===== src/common/xcd_params.svh =====
// Constants for the crystal clock divider and frequency word block.
// Assumes inclusion from the package and the design files by bare name.
`ifndef XCD_PARAMS_SVH
`define XCD_PARAMS_SVH

// Core clock rate in MHz
`define XCD_CORE_CLK_MHZ      100

// Divide ratios
`define XCD_MCU_DIV           3
`define XCD_BASE_DIV          16

// Register bus widths
`define XCD_ADDR_W            3
`define XCD_DATA_W            8

// Register offsets
`define XCD_OFS_CTRL          3'h0
`define XCD_OFS_MULT          3'h1
`define XCD_OFS_PART_A        3'h2
`define XCD_OFS_PART_B        3'h3
`define XCD_OFS_STATUS        3'h4
`define XCD_OFS_WORD_LO       3'h5
`define XCD_OFS_WORD_HI       3'h6

// Reset values
`define XCD_RST_CTRL          8'h01
`define XCD_RST_MULT          8'h01
`define XCD_RST_PART_A        8'h00
`define XCD_RST_PART_B        8'h00

// Control register fields
`define XCD_CTRL_CLK_EN       0
`define XCD_CTRL_BAND_SEL     1
`define XCD_CTRL_RANGE_LO     2
`define XCD_CTRL_MODE_LO      4

// Status register fields
`define XCD_STAT_OSC_OK       0
`define XCD_STAT_SUPPLY_OK    1
`define XCD_STAT_CLK_ON       2
`define XCD_STAT_BAND_HIGH    3
`define XCD_STAT_WORD_OK      4

// Frequency word
`define XCD_WORD_W            13
`define XCD_PART_B_W          5
`define XCD_WORD_MIN          13'd3803
`define XCD_WORD_MAX          13'd4053
// Twice the integer part N and twice the fixed offset 20.5
`define XCD_N_X2_LOW_BAND     8'd65
`define XCD_N_X2_HIGH_BAND    8'd129
`define XCD_OFFSET_X2         15'd41

`endif


===== src/common/xcd_pkg.sv =====
// Types for the crystal clock divider and frequency word block.
// Assumes the constants header is on the include path.
`include "xcd_params.svh"

package xcd_pkg;

  typedef enum logic [1:0] {
    XCD_MODE_IDLE,
    XCD_MODE_SLEEP,
    XCD_MODE_RX,
    XCD_MODE_TX
  } xcd_mode_type;

  typedef struct packed {
    logic [1:0] mode;
    logic [1:0] bit_rate_range;
    logic       band_select_bit;
    logic       clk_out_en;
  } xcd_ctrl_type;

  typedef struct packed {
    logic [7:0]                 n_x2;
    logic [14:0]                frac_x2;
    logic [`XCD_WORD_W-1:0]     synth_frequency_word;
  } xcd_synth_type;

  typedef struct packed {
    logic                       wr;
    logic                       rd;
    logic [`XCD_ADDR_W-1:0]     addr;
    logic [`XCD_DATA_W-1:0]     wdata;
  } xcd_bus_req_type;

endpackage


===== src/design/xcd_tick_div.sv =====
// Free running modulo counter with a one-cycle tick on wrap.
// Assumes a synchronous active high reset on the same clock.
`timescale 1ns/1ps
`default_nettype none

module xcd_tick_div #(
  parameter int WIDTH   = 4,
  parameter int MODULUS = 16
) (
  // Clock and reset
  input  wire logic             core_clk_in,
  input  wire logic             sys_rst_in,
  // Count state
  output logic [WIDTH-1:0]      count_out,
  output logic                  tick_out
);

  localparam logic [WIDTH-1:0] LAST = WIDTH'(MODULUS - 1);

  always_ff @(posedge core_clk_in) begin
    if (sys_rst_in) begin
      count_out <= '0;
    end else if (count_out == LAST) begin
      count_out <= '0;
    end else begin
      count_out <= count_out + WIDTH'(1);
    end
  end

  always_ff @(posedge core_clk_in) begin
    if (sys_rst_in) begin
      tick_out <= 1'b0;
    end else begin
      tick_out <= (count_out == LAST - WIDTH'(1));
    end
  end

endmodule

`default_nettype wire


===== src/design/xcd_clock_gen.sv =====
// Clock generation from the crystal oscillator reference: divided
// microcontroller clock, digital base tick, bit-check tick, and the
// synthesizer frequency word with band setup.
// Assumes core_clk_in is the oscillator output; analog status pins are
// asynchronous; register port master follows the plain strobe protocol.
//
// Notes on behaviour
// - Microcontroller clock is oscillator divided by three.
// - Microcontroller clock high half, low half.
// - Enable unsynchronised; first period may be short.
// - Amplitude ok flag releases host reset high.
// - Clock out needs amplitude ok, enable, supplies.
// - Base tick is oscillator divided by sixteen.
// - Base tick times polling check and transmit rate.
// - Bit clock equals base times multiplier times range.
// - Frequency word is sum of two parts.
// - RF factor uses band half-integer N plus word.
// - Idle and sleep reduce oscillator load capacitance.
// - Low supply output holds clock low, interface off.
//
// Added by the designer: the placing of the registers and strobed register access.
`timescale 1ns/1ps
`default_nettype none
`include "xcd_params.svh"

module xcd_clock_gen (
  // Clock and reset
  input  wire logic                     core_clk_in,
  input  wire logic                     sys_rst_in,
  // Register port
  input  wire xcd_pkg::xcd_bus_req_type bus_req_in,
  output logic [`XCD_DATA_W-1:0]        rdata_out,
  // Analog status pins
  input  wire logic                     amp_detect_in,
  input  wire logic                     supply_output_ok_in,
  input  wire logic                     digital_supply_ok_in,
  input  wire logic                     band_select_pin_in,
  // Microcontroller side
  output logic                          mcu_clk_out,
  output logic                          host_rst_n_out,
  output logic                          mcu_if_enable_out,
  // Timing ticks
  output logic                          base_tick_out,
  output logic                          bit_check_tick_out,
  // Synthesizer and oscillator control
  output xcd_pkg::xcd_synth_type        synth_out,
  output logic                          load_cap_reduce_out
);

  import xcd_pkg::*;

  localparam int SYNC_W = 4;

  // Input synchronisers
  logic [SYNC_W-1:0] async_pins;
  logic [SYNC_W-1:0] sync_meta_r;
  logic [SYNC_W-1:0] sync_r;

  assign async_pins = {band_select_pin_in, digital_supply_ok_in,
                       supply_output_ok_in, amp_detect_in};

  always_ff @(posedge core_clk_in) begin
    if (sys_rst_in) begin
      sync_meta_r <= '0;
      sync_r      <= '0;
    end else begin
      sync_meta_r <= async_pins;
      sync_r      <= sync_meta_r;
    end
  end

  logic amp_ok_s;
  logic supply_ok_s;
  logic dsupply_ok_s;
  logic band_pin_s;

  assign amp_ok_s     = sync_r[0];
  assign supply_ok_s  = sync_r[1];
  assign dsupply_ok_s = sync_r[2];
  assign band_pin_s   = sync_r[3];

  // Supply and amplitude state
  logic osc_amplitude_ok_r;
  logic supplies_ok;

  assign supplies_ok = supply_ok_s & dsupply_ok_s;

  always_ff @(posedge core_clk_in) begin
    if (sys_rst_in) begin
      osc_amplitude_ok_r <= 1'b0;
    end else if (!dsupply_ok_s) begin
      osc_amplitude_ok_r <= 1'b0;
    end else begin
      osc_amplitude_ok_r <= amp_ok_s;
    end
  end

  always_ff @(posedge core_clk_in) begin
    if (sys_rst_in) begin
      host_rst_n_out <= 1'b0;
    end else begin
      host_rst_n_out <= osc_amplitude_ok_r & supply_ok_s;
    end
  end

  always_ff @(posedge core_clk_in) begin
    if (sys_rst_in) begin
      mcu_if_enable_out <= 1'b0;
    end else begin
      mcu_if_enable_out <= supply_ok_s;
    end
  end

  // Registers
  xcd_ctrl_type            ctrl_r;
  logic [7:0]              mult_r;
  logic [7:0]              part_a_r;
  logic [`XCD_PART_B_W-1:0] part_b_r;
  logic                    wr_ok;
  logic                    rd_ok;

  assign wr_ok = bus_req_in.wr & mcu_if_enable_out;
  assign rd_ok = bus_req_in.rd & mcu_if_enable_out;

  always_ff @(posedge core_clk_in) begin
    if (sys_rst_in) begin
      ctrl_r <= xcd_ctrl_type'(6'(`XCD_RST_CTRL));
    end else if (wr_ok && bus_req_in.addr == `XCD_OFS_CTRL) begin
      ctrl_r <= xcd_ctrl_type'(bus_req_in.wdata[5:0]);
    end
  end

  always_ff @(posedge core_clk_in) begin
    if (sys_rst_in) begin
      mult_r <= `XCD_RST_MULT;
    end else if (wr_ok && bus_req_in.addr == `XCD_OFS_MULT) begin
      mult_r <= bus_req_in.wdata;
    end
  end

  always_ff @(posedge core_clk_in) begin
    if (sys_rst_in) begin
      part_a_r <= `XCD_RST_PART_A;
    end else if (wr_ok && bus_req_in.addr == `XCD_OFS_PART_A) begin
      part_a_r <= bus_req_in.wdata;
    end
  end

  always_ff @(posedge core_clk_in) begin
    if (sys_rst_in) begin
      part_b_r <= `XCD_PART_B_W'(`XCD_RST_PART_B);
    end else if (wr_ok && bus_req_in.addr == `XCD_OFS_PART_B) begin
      part_b_r <= bus_req_in.wdata[`XCD_PART_B_W-1:0];
    end
  end

  // Divide by three for the microcontroller clock
  logic [1:0] div3_count;
  logic       clk_pos_r;
  logic       clk_neg_r;
  logic       clk_gate_r;

  xcd_tick_div #(
    .WIDTH   (2),
    .MODULUS (`XCD_MCU_DIV)
  ) u_div3 (
    .core_clk_in (core_clk_in),
    .sys_rst_in  (sys_rst_in),
    .count_out   (div3_count),
    .tick_out    ()
  );

  always_ff @(posedge core_clk_in) begin
    if (sys_rst_in) begin
      clk_pos_r <= 1'b0;
    end else begin
      clk_pos_r <= (div3_count == 2'h2);
    end
  end

  // Half-cycle delayed copy stretches high time to 1.5 cycles
  always_ff @(negedge core_clk_in) begin
    if (sys_rst_in) begin
      clk_neg_r <= 1'b0;
    end else begin
      clk_neg_r <= clk_pos_r;
    end
  end

  // Gate is not aligned to the divider phase
  always_ff @(posedge core_clk_in) begin
    if (sys_rst_in) begin
      clk_gate_r <= 1'b0;
    end else begin
      clk_gate_r <= osc_amplitude_ok_r & ctrl_r.clk_out_en & supplies_ok;
    end
  end

  assign mcu_clk_out = clk_gate_r & (clk_pos_r | clk_neg_r);

  // Digital base tick
  logic base_tick;

  xcd_tick_div #(
    .WIDTH   (4),
    .MODULUS (`XCD_BASE_DIV)
  ) u_div16 (
    .core_clk_in (core_clk_in),
    .sys_rst_in  (sys_rst_in),
    .count_out   (),
    .tick_out    (base_tick)
  );

  assign base_tick_out = base_tick;

  // Bit-check and transmit bit tick
  logic [10:0] bit_count_r;
  logic [10:0] bit_last;
  logic [7:0]  mult_eff;

  // A zero multiplier acts as one
  assign mult_eff = (mult_r == 8'h00) ? 8'h01 : mult_r;
  assign bit_last = ({3'b000, mult_eff} << (2'd3 - ctrl_r.bit_rate_range)) - 11'd1;

  always_ff @(posedge core_clk_in) begin
    if (sys_rst_in) begin
      bit_count_r <= '0;
    end else if (base_tick) begin
      if (bit_count_r >= bit_last) begin
        bit_count_r <= '0;
      end else begin
        bit_count_r <= bit_count_r + 11'd1;
      end
    end
  end

  always_ff @(posedge core_clk_in) begin
    if (sys_rst_in) begin
      bit_check_tick_out <= 1'b0;
    end else begin
      bit_check_tick_out <= base_tick && (bit_count_r >= bit_last);
    end
  end

  // Frequency word and band setup
  logic [`XCD_WORD_W-1:0] word_part_a;
  logic [`XCD_WORD_W-1:0] word_part_b;
  logic [`XCD_WORD_W-1:0] word_sum;
  logic                   band_high;
  logic                   word_in_range;

  assign word_part_a = {5'b00000, part_a_r};
  assign word_part_b = {part_b_r, 8'h00};
  assign word_sum    = word_part_a + word_part_b;

  // Grounded band pin with band bit clear selects the upper band
  assign band_high = ~band_pin_s & ~ctrl_r.band_select_bit;

  // Aid for the controller; range itself is its duty
  assign word_in_range = (word_sum >= `XCD_WORD_MIN) &&
                         (word_sum <= `XCD_WORD_MAX);

  always_ff @(posedge core_clk_in) begin
    if (sys_rst_in) begin
      synth_out <= '0;
    end else begin
      synth_out.synth_frequency_word <= word_sum;
      synth_out.n_x2    <= band_high ? `XCD_N_X2_HIGH_BAND
                                     : `XCD_N_X2_LOW_BAND;
      synth_out.frac_x2 <= {1'b0, word_sum, 1'b0} + `XCD_OFFSET_X2;
    end
  end

  // Oscillator load capacitor switching
  xcd_mode_type mode;

  assign mode = xcd_mode_type'(ctrl_r.mode);

  always_ff @(posedge core_clk_in) begin
    if (sys_rst_in) begin
      load_cap_reduce_out <= 1'b1;
    end else begin
      unique case (mode)
        XCD_MODE_IDLE:  load_cap_reduce_out <= 1'b1;
        XCD_MODE_SLEEP: load_cap_reduce_out <= 1'b1;
        XCD_MODE_RX:    load_cap_reduce_out <= 1'b0;
        XCD_MODE_TX:    load_cap_reduce_out <= 1'b0;
      endcase
    end
  end

  // Read path
  logic [`XCD_DATA_W-1:0] status;
  logic [`XCD_DATA_W-1:0] rd_mux;

  always_comb begin
    status = '0;
    status[`XCD_STAT_OSC_OK]    = osc_amplitude_ok_r;
    status[`XCD_STAT_SUPPLY_OK] = supplies_ok;
    status[`XCD_STAT_CLK_ON]    = clk_gate_r;
    status[`XCD_STAT_BAND_HIGH] = band_high;
    status[`XCD_STAT_WORD_OK]   = word_in_range;
  end

  always_comb begin
    rd_mux = '0;
    unique case (bus_req_in.addr)
      `XCD_OFS_CTRL:    rd_mux = {2'b00, ctrl_r};
      `XCD_OFS_MULT:    rd_mux = mult_r;
      `XCD_OFS_PART_A:  rd_mux = part_a_r;
      `XCD_OFS_PART_B:  rd_mux = {3'b000, part_b_r};
      `XCD_OFS_STATUS:  rd_mux = status;
      `XCD_OFS_WORD_LO: rd_mux = word_sum[7:0];
      `XCD_OFS_WORD_HI: rd_mux = {3'b000, word_sum[12:8]};
      default:          rd_mux = '0;
    endcase
  end

  always_ff @(posedge core_clk_in) begin
    if (sys_rst_in) begin
      rdata_out <= '0;
    end else if (rd_ok) begin
      rdata_out <= rd_mux;
    end else begin
      rdata_out <= '0;
    end
  end

endmodule

`default_nettype wire


===== config.mk =====
export PLATFORM = sky130hd
export DESIGN_NAME = xcd_clock_gen
export DESIGN_NICKNAME = d
export VERILOG_FILES = /design/src/common/xcd_pkg.sv /design/src/design/xcd_tick_div.sv /design/src/design/xcd_clock_gen.sv
export VERILOG_INCLUDE_DIRS = /design/src /design/src/common
export SDC_FILE = /design/constraint.sdc
export NUM_CORES = 1
export LEC_CHECK = 0
export ABC_AREA = 1
export BUFFER_PORTS_ARGS = -buffer_cell sky130_fd_sc_hd__buf_2
export CAP_MARGIN = 10
export CORE_MARGIN = 3
export CORE_UTILIZATION = 50
export CTS_BUF_LIST = sky130_fd_sc_hd__clkbuf_4
export DETAILED_ROUTE_END_ITERATION = 10
export PLACE_DENSITY = 0.72
export SYNTH_ARGS = -nofsm -noshare
export SYNTH_HDL_FRONTEND = slang
export SYNTH_SLANG_ARGS = --single-unit
export TNS_END_PERCENT = 1

===== constraint.sdc =====
create_clock -name core_clk_in -period 4.8 [get_ports core_clk_in]
set_input_delay 0.96 -clock core_clk_in [delete_from_list [all_inputs] [get_ports core_clk_in]]
set_output_delay 0.96 -clock core_clk_in [all_outputs]
set_load 0.02 [all_outputs]

### Word level (Yosys, flattened, before mapping)

Cells that the tools add are included.

| word-level totals | value |
|---|---|
| register bits after elaboration | 105 |
| output and inout bits | 50 |
| word-level logic and storage cells | 81 |
| latch bits | 0 |
| memories | 0 |
| ROM bits | 0 |
| bits of input ports | 19 |
| memory bits (writable) | 0 |

| operators by class | value |
|---|---|
| equal/unequal tests | 12 |
| shift-type cells | 1 |
| multipliers | 0 |
| div/mod/pow operators | 0 |
| mux-type cells | 5 |
| reductions and logical operators | 15 |
| magnitude comparators | 3 |
| $add $sub $neg | 7 |
| bitwise logic cells | 13 |

Operators by type and width:

| cell | number |
|---|---|
| one-hot mux 8 bit (7 select lines) | 1 |
| two-way mux 8 bit | 2 |
| adder 14 x 6 -> 15 bit, second input constant | 1 |
| adder 8 x 13 -> 13 bit | 1 |
| >= comparator 13 x 12 -> 1 bit, second input constant | 1 |
| less-or-equal comparator 13 x 12 -> 1 bit, second input constant | 1 |
| OR reduction 2 bit | 6 |
| adder 11 x 1 -> 11 bit, second input constant | 1 |
| >= comparator 11 bit | 1 |
| two-way mux 11 bit | 1 |
| << shifter 8 x 2 -> 11 bit | 1 |
| subtractor 11 x 1 -> 11 bit, second input constant | 1 |
| equality test 3 bit, second input constant | 3 |
| bitwise AND 1 bit | 8 |
| equality test 4 bit, second input constant | 2 |
| logical NOT 8 bit | 1 |
| equality test 2 bit, second input constant | 3 |
| equality test 3 x 2 -> 1 bit, second input constant | 2 |
| logical AND 1 bit | 6 |
| adder 4 x 1 -> 4 bit, second input constant | 1 |
| NOT 1 bit | 4 |
| equality test 3 x 1 -> 1 bit, second input constant | 1 |
| logical NOT 3 bit | 1 |
| adder 2 x 1 -> 2 bit, second input constant | 1 |
| other kinds (5) | 5 |

### Longest topological paths before layout

Gate-level depths: netlist of the first run.

| logic depth | value |
|---|---|
| word-level depth | 6 |
| mapped depth | 22 |
| mapped depth without buffers | 21 |

### Hierarchy

A second synthesis of the first run with hierarchy kept.

| unflattened totals | value |
|---|---|
| cells, all modules | 562 |
| area total of the unflattened synthesis | 4377.9 um2 |

By module, submodules not included:

| module | cells an instance | area an instance (um2) | times used |
|---|---|---|---|
| xcd_clock_gen | 527 | 4052.6 | 1 |
| xcd_tick_div (u_div16) | 21 | 206.4 | 1 |
| xcd_tick_div (u_div3) | 14 | 118.9 | 1 |

==> results.toml, run 1 <==
[grt]
grt_first_pass_wirelength_um = 14580
grt_usage = 0.1829
gr-total-overflow = 0
antenna_found_initial = 0
grt_max_degree = 41
grt_pass1_vias = 3312

[cts]
cts_sinks = 97
clockBufferDepth = 2
clk_latency_ns = 0.44
cts_setup_buffers = 0
clk_pin_slew_ns = 0.14
htreeDepth = 3
cts_tree = "done"
cts_made_buffers = 9
hold_buffers = 0
cts_root_buf = "clkbuf_4"
cts_resized = 0

[min_path]
hp-class = "register to register"

[logic_synthesis]
ys.flop_type = "dfxtp_1"
ys_types = 40
synth_edf_count = 0
synth_warnings = 0
synth_seq_area_share = 0.4526
synth-async-reset-ratio = 0
syn_avg_cell_area_um2 = 7.843
synth.ff_latch_count = 97
mappedNetlistArea_mm2 = 0.004290
synthCells = 547

[layout]
fin_util = 0.5748
fin_cells = 713
nNetsFinal = 641
final_common_cell = "dfxtp_1"
drive_gt1_frac = 0.1760
fillCellCount = 787
diodes = 0
layout_common_cells = "dfxtp_1 (97), nor2_1 (82), nand2_1 (66), inv_1 (64), buf_2 (63)"
syn2layout_area_growth_pct = 10.64

[floorplanning]
die_w_um = 98.63
core_mm2 = 0.008258
start_util = 0.5195
ioPinCount = 69
die_h_um = 98.63
rows = 33
die-area_mm2 = 0.009728

[critical_path]
slowest_delay_ns = 0.30
cp_slowest_cell = "dfxtp_1"
cpMostUsedCell = "nor2_1"
path_class = "register to output pin"
worstPathCellList = "nor2_1, nor2_1, buf_2"
cp_data_required_time_ns = 3.84
start_kind = "register"
cp.arrival_ns = 3.44
crit_path_end_kind = "output pin"
crit_fanout = 1

[detailed_routing]
drtAntennaViolNets = 0
wl_per_cell_um = 12.56
drt_iter0_markers = 178
post-route-drc-count = 0
via_count = 3654
wirelength_um = 8952
via_per_inst = 5.125
firstDrtPassIters = 4

[pwr]
p_comb_frac = 0.057
leakagePower_nw = 2.088
intPower_mw = 1.012
switching_power_mw = 0.3285
clockPowerShare = 0.327
pwr-share-seq = 0.616
p_sw_frac = 0.2451
ir_worst_vdd_mv = 0.2240
powerDensity_mw_per_mm2 = 282.4

[run]
cap_viol_max_count = 0

[place]
numPortBuffers = 63
place_congestion = 0.8504
dpl.hpwl_um = 6825
placed_cells = 697

[timing]
rsz0062_at_grt = "no"
worst_clock_skew_ns = 0.02178
final-max-slew-violation-count = 0
setup_viol = 0
setup_tns_ns = 0
tightest_slew_ns = 1.015
finalHoldViolCount = 0
max-slew-margin-rel = 0.3224

[status]
status = "finished, final reports clean"
==> critical path: cells and delay by family (launching register included) <==
family / cells / cell delay (ns)
flops: 1 / 0.30
buf+inv: 1 / 0.17
simple gates: 2 / 0.13
==> Yosys cell counts (4+ instances only) <==
| cell | count | area, um^2 |
|---|---|---|
| nor2_1 | 82 | 307.8 |
| o21ai_1 | 4 | 20.02 |
| dfxtp_1 | 97 | 1942 |
| buf_4 | 9 | 67.56 |
| xnor2_1 | 6 | 52.55 |
| nand4_1 | 5 | 31.28 |
| xor2_1 | 7 | 61.31 |
| a21oi_1 | 47 | 235.2 |
| clkbuf_1 | 8 | 30.03 |
| o21ai_0 | 38 | 190.2 |
| ha_1 | 19 | 237.7 |
| nor3_1 | 12 | 60.06 |
| o22ai_1 | 10 | 62.56 |
| nand3_2 | 4 | 40.04 |
| a211oi_1 | 4 | 30.03 |
| nand3_1 | 23 | 115.1 |
| inv_2 | 4 | 15.01 |
| inv_1 | 64 | 240.2 |
| nor2_2 | 4 | 25.02 |
| nand2_1 | 66 | 247.7 |
| or2_2 | 4 | 25.02 |
==> power groups by stage <==
| stage | clock [mW] | sequential [mW] | combinational (mW) |
|---|---|---|---|
| after global placement | 0.00261 | 0.843 | 0.0734 |
| final | 0.438 | 0.826 | 0.0758 |
| after floorplan | 0.00261 | 0.846 | 0.0521 |
| after detailed placement | 0.00261 | 0.844 | 0.0755 |
| after global routing | 0.484 | 0.828 | 0.0863 |
| after CTS | 0.452 | 0.826 | 0.0758 |
==> metrics by stage <==
stage	hold WS [ns]	worst slack (ns)	area (um^2)	total power, mW
after detailed placement	0.3738	0.8570	4606	0.9217
after floorplan	0.3656	0.8258	4305	0.9005
after global placement	0.3729	0.8810	4606	0.9189
final	0.4021	0.3955	4747	1.340
after CTS	0.4060	0.3631	4747	1.354
after global routing	0.4215	0.2873	4747	1.398
==> cell type report <==
class	instances	area (um^2)	share of cell area
clock inverters	7	70.07	0.01476
multi-input cells	363	1954	0.4117
well taps	105	131.4	0.02768
inverters	67	251.5	0.05298
repair buffers	64	322.8	0.06800
clock buffers	10	75.07	0.01581
flip-flops and latches	97	1942	0.4091
==> sequential cells by signal (all words and copies together), names as in the netlist <==
name and count:
bit_check_tick_out 1, bit_count_r 11, clk_gate_r 1, clk_neg_r 1
clk_pos_r 1, ctrl_r 4, host_rst_n_out 1, load_cap_reduce_out 1
mcu_if_enable_out 1, mode 2, mult_r 8, osc_amplitude_ok_r 1
part_a_r 8, part_b_r 5, rdata_out 8, sync_meta_r 4
sync_r 4, synth_out 28, u_div16.count_out 4, u_div16.tick_out 1
u_div3.count_out 2
==> final timing paths <==
check,startpoint,to,slack [ns],depth (start not counted)
max,clk_neg_r,mcu_clk_out,0.40,3
min,mode[1],load_cap_reduce_out,0.40,1
max reg2reg,ctrl_r[2],bit_count_r[0],1.56,15
min reg2reg,mode[1],load_cap_reduce_out,0.40,1
==> cells by family after synthesis <==
logic type	synth area share
AO/OA/AOI/OAI	0.1461
AND/OR/NAND/NOR	0.2199
buffers and inverters	0.09536
other	0.0008741
XOR/XNOR	0.02654
flip-flops	0.4526
adder cells (fa/ha/maj)	0.05541
multiplexers	0.003207
==> metal layers <==
layer | share of wire | up-vias | track usage
met4 | 0.020 | 0 | 0.07248
li1 | - | 1885 | -
met5 | 0 | - | 0
met3 | 0.057 | 16 | 0.04459
met1 | 0.45 | 1669 | 0.2291
met2 | 0.47 | 84 | 0.3037
Power figures use the tool's default switching activity.
==> run 2, diff against run 1 <==
--- a/config.mk
+++ b/config.mk
@@ -13,7 +13,8 @@
 export CORE_UTILIZATION = 50
 export CTS_BUF_LIST = sky130_fd_sc_hd__clkbuf_4
 export DETAILED_ROUTE_END_ITERATION = 10
-export PLACE_DENSITY = 0.72
+export PLACE_DENSITY = 0.76
+export REMOVE_ABC_BUFFERS = 1
 export SYNTH_ARGS = -nofsm -noshare
 export SYNTH_HDL_FRONTEND = slang
 export SYNTH_SLANG_ARGS = --single-unit
==> run 2 against run 1 <==
  * Sequential cell count unchanged
  * Cell count is 0.14% higher
  * Die area unchanged
  * Hold slack better by 0.011 ns
==> results.toml, run 2 (same netlist as run 1, synthesis figures left out) <==
[floorplanning]
ioPinCount = 69
rows = 33
die-area_mm2 = 0.009728
die_h_um = 98.63
start_util = 0.5195
core_mm2 = 0.008258
die_w_um = 98.63

[cts]
cts_sinks = 97
cts_root_buf = "clkbuf_4"
hold_buffers = 0
cts_tree = "done"
htreeDepth = 3
clockBufferDepth = 2
cts_setup_buffers = 0
cts_made_buffers = 9
clk_pin_slew_ns = 0.15
clk_latency_ns = 0.47
cts_resized = 0

[min_path]
min_from = "mode[1]"
worstHoldEndpoint = "load_cap_reduce_out"
hp-class = "register to register"
whs_path_depth = 1

[timing]
final-max-slew-violation-count = 0
tightest_slew_ns = 0.6609
rsz0062_at_grt = "no"
setup_tns_ns = 0
setup_ws_ns = 0.4027
finalHoldViolCount = 0
hold_ws_ns = 0.4128
worst_clock_skew_ns = 0.02423
max-slew-margin-rel = 0.5588
setup_viol = 0

[layout]
largest_reg_flops = 28
fillCellCount = 769
layout_common_cells = "dfxtp_1 (97), nor2_1 (82), nand2_1 (66), inv_1 (64), buf_2 (63)"
drive_gt1_frac = 0.1773
fin_util = 0.5747
final_common_cell = "dfxtp_1"
diodes = 0
regArea_mm2 = 0.001942
nNetsFinal = 642
largest-register = "synth_out"
multi_input_area_mm2 = 0.001954
fin_cells = 714
syn2layout_area_growth_pct = 10.62
final_cell_area_mm2 = 0.004746
reg_top3 = "synth_out: 28 flops, bit_count_r: 11 flops"

[grt]
grt_pass1_vias = 3619
antenna_found_initial = 0
grt_usage = 0.1988
gr-total-overflow = 0
grt_max_degree = 41
grt_first_pass_wirelength_um = 15880

[place]
place_congestion = 0.8991
placed_area_mm2 = 0.004613
pre_cts_slack_ns = 0.8781
numPortBuffers = 63
dpl.hpwl_um = 7167
placed_cells = 698

[critical_path]
r2r-end = "bit_count_r[1]"
path_class = "register to output pin"
crit_fanout = 1
cp_data_required_time_ns = 3.84
cp.arrival_ns = 3.44
start_kind = "register"
reg2reg_slack_ns = 1.60
reg2reg_depth = 15
reg2reg_from = "ctrl_r[2]"
cp-startpoint = "clk_neg_r"
crit_path_end_kind = "output pin"

[pwr]
leakagePower_nw = 2.086
total_power_mw = 1.319
powerDensity_mw_per_mm2 = 278.0
ir_worst_vdd_mv = 0.1573

[detailed_routing]
via_count = 3702
wl_per_cell_um = 13.01
wirelength_um = 9287
drt_iter0_markers = 183
post-route-drc-count = 0
drtAntennaViolNets = 0
via_per_inst = 5.185
firstDrtPassIters = 5

[run]
cap_viol_max_count = 0

[status]
status = "finished, final reports clean"
-- run 2: final cells by class --
cell class              instances  area share
clock inverters                 8     0.01450
flip-flops and latches         97      0.4092
multi-input cells             363      0.4118
repair buffers                 65     0.06960
inverters                      67     0.05299
well taps                     105     0.02768
clock buffers                   9     0.01424
-- run 2: report_power, final --
group,internal [mW],switching (mW),leakage (nW),total [mW]
Combinational,0.0249,0.0520,1.23,0.0769
Sequential,0.820,0.00699,0.786,0.827
Clock,0.118,0.298,0.0742,0.416
Total,0.962,0.357,2.09,1.32
-- run 2: worst max-delay path: stages (launching register included) --
cell,delay (ns)
dfxtp_1,0.30
nor2_1,0.04
nor2_1,0.07
buf_2,0.16
-- run 2: how the worst max path moves through the flow --
stage	cells after the start	endpoint	slack, ns
finish	3	mcu_clk_out	0.40
global route	3	mcu_clk_out	0.30
CTS	3	mcu_clk_out	0.39
detailed placement	3	mcu_clk_out	0.88
global placement	3	mcu_clk_out	0.88
floorplan	2	mcu_clk_out	0.84
-- run 2: routing by layer --
layer  routed length (um)  track usage
met4                  158      0.07038
met1                 4007       0.2409
met3                  607      0.04176
met2                 4514       0.3489
met5                    0            0
==> run 3, diff against run 2 <==
==> constraint.sdc (replaced) <==
create_clock -name core_clk_in -period 4.85 [get_ports core_clk_in]
set_input_delay 0.97 -clock core_clk_in [delete_from_list [all_inputs] [get_ports core_clk_in]]
set_output_delay 0.97 -clock core_clk_in [all_outputs]
set_load 0.02 [all_outputs]
==> run 3 against run 2 <==
  * Register-to-register slack better by 0.08 ns
  * Core utilization is 0.26 points higher
  * Wire length is 0.69% lower
  * Via count is 0.38% lower
  * Clock skew hardly changed
  * Largest cell class unchanged
  * Non-clock buffer count stayed put
  * Design area is 0.45% higher
  * Highest routed layer unchanged
  * Combinational power is 0.9% lower
  * Critical endpoint unchanged
  * Cell count stayed put
  * Global-route usage is 0.18 points lower
  * Hold slack better by 0.0020 ns
  * Die area stayed put
==> results.toml, run 3 (same netlist as run 1, synthesis figures left out) <==
[cts]
clockBufferDepth = 2
cts_made_buffers = 9
cts_sinks = 97
clk_pin_slew_ns = 0.15
cts_setup_buffers = 0
cts_resized = 0
cts_root_buf = "clkbuf_4"
hold_buffers = 0
htreeDepth = 3
cts_tree = "done"
clk_latency_ns = 0.48

[detailed_routing]
post-route-drc-count = 0
wl_per_cell_um = 12.92
via_per_inst = 5.165
drt_iter0_markers = 145
drtAntennaViolNets = 0
firstDrtPassIters = 4
via_count = 3688
wirelength_um = 9223

[floorplanning]
rows = 33
ioPinCount = 69
core_mm2 = 0.008258
die_w_um = 98.63
die-area_mm2 = 0.009728
die_h_um = 98.63
start_util = 0.5195

[timing]
rsz0062_at_grt = "no"
worst_clock_skew_ns = 0.02441
tightest_slew_ns = 0.6519
hold_ws_ns = 0.4147
setup_viol = 0
setup_tns_ns = 0
finalHoldViolCount = 0
max-slew-margin-rel = 0.5648
final-max-slew-violation-count = 0

[min_path]
hp-class = "register to register"

[grt]
antenna_found_initial = 0
grt_usage = 0.1970
gr-total-overflow = 0
grt_pass1_vias = 3487
grt_max_degree = 41
grt_first_pass_wirelength_um = 15540

[layout]
final_cell_area_mm2 = 0.004767
layout_common_cells = "dfxtp_1 (97), nor2_1 (82), nand2_1 (66), inv_1 (64), buf_2 (63)"
reg_top3 = "synth_out: 28 flops, bit_count_r: 11 flops"
largest-register = "synth_out"
nNetsFinal = 642
fin_util = 0.5773
final_common_cell = "dfxtp_1"
largest_reg_flops = 28
drive_gt1_frac = 0.1790
fillCellCount = 786
syn2layout_area_growth_pct = 11.11
diodes = 0

[critical_path]
reg2reg_slack_ns = 1.68
start_kind = "register"
cp_data_required_time_ns = 3.88
crit_path_end_kind = "output pin"
crit_fanout = 1
path_class = "register to output pin"
cp.arrival_ns = 3.48

[place]
dpl.hpwl_um = 7042
numPortBuffers = 63
placed_area_mm2 = 0.004613
place_congestion = 0.8988

[pwr]
ir_worst_vdd_mv = 0.1668
powerDensity_mw_per_mm2 = 283.5
leakagePower_nw = 2.093

[status]
status = "finished, final reports clean"

[run]
cap_viol_max_count = 0
## run 3: metrics by stage
stage / worst slack, ns / power (mW) / cells
CTS: 0.3805 / 1.360 / 714
floorplan: 0.8564 / 0.8814 / 528
global placement: 0.8986 / 0.9100 / 698
detailed placement: 0.8899 / 0.9132 / 698
global route: 0.2792 / 1.410 / 714
finish: 0.4002 / 1.351 / 714
## run 3: routing by layer
metal / global-route usage / up-vias / part of all wire
met4: 0.09139 / 0 / 0.024
met1: 0.2382 / 1694 / 0.44
met5: 0 / - / 0
li1: - / 1885 / -
met3: 0.03892 / 23 / 0.050
met2: 0.3375 / 86 / 0.48
## run 3: layout make-up
type                    instances  area [um^2]  area share
flip-flops and latches         97         1942      0.4073
repair buffers                 65        330.3     0.06929
clock inverters                 7        82.58     0.01732
multi-input cells             363         1954      0.4100
clock buffers                  10        75.07     0.01575
inverters                      67        251.5     0.05276
well taps                     105        131.4     0.02756
## run 3: final timing paths
check | startpoint | end | depth (start not counted)
setup / recovery | clk_neg_r | mcu_clk_out | 3
hold / removal | mode[1] | load_cap_reduce_out | 1
setup reg to reg | ctrl_r[2] | bit_count_r[1] | 15
hold reg to reg | mode[1] | load_cap_reduce_out | 1
## run 3: power breakdown
| group | switching, mW | internal, mW | total, mW |
|---|---|---|---|
| clock | 0.287 | 0.171 | 0.458 |
| combinational | 0.0515 | 0.0247 | 0.0762 |
| sequential | 0.00680 | 0.811 | 0.818 |
| total | 0.345 | 1.01 | 1.35 |
## run 3: worst max-delay path: stages (launching register included)
cell and delay (ns):
dfxtp_1 0.29, nor2_1 0.09, nor2_1 0.05, buf_2 0.15
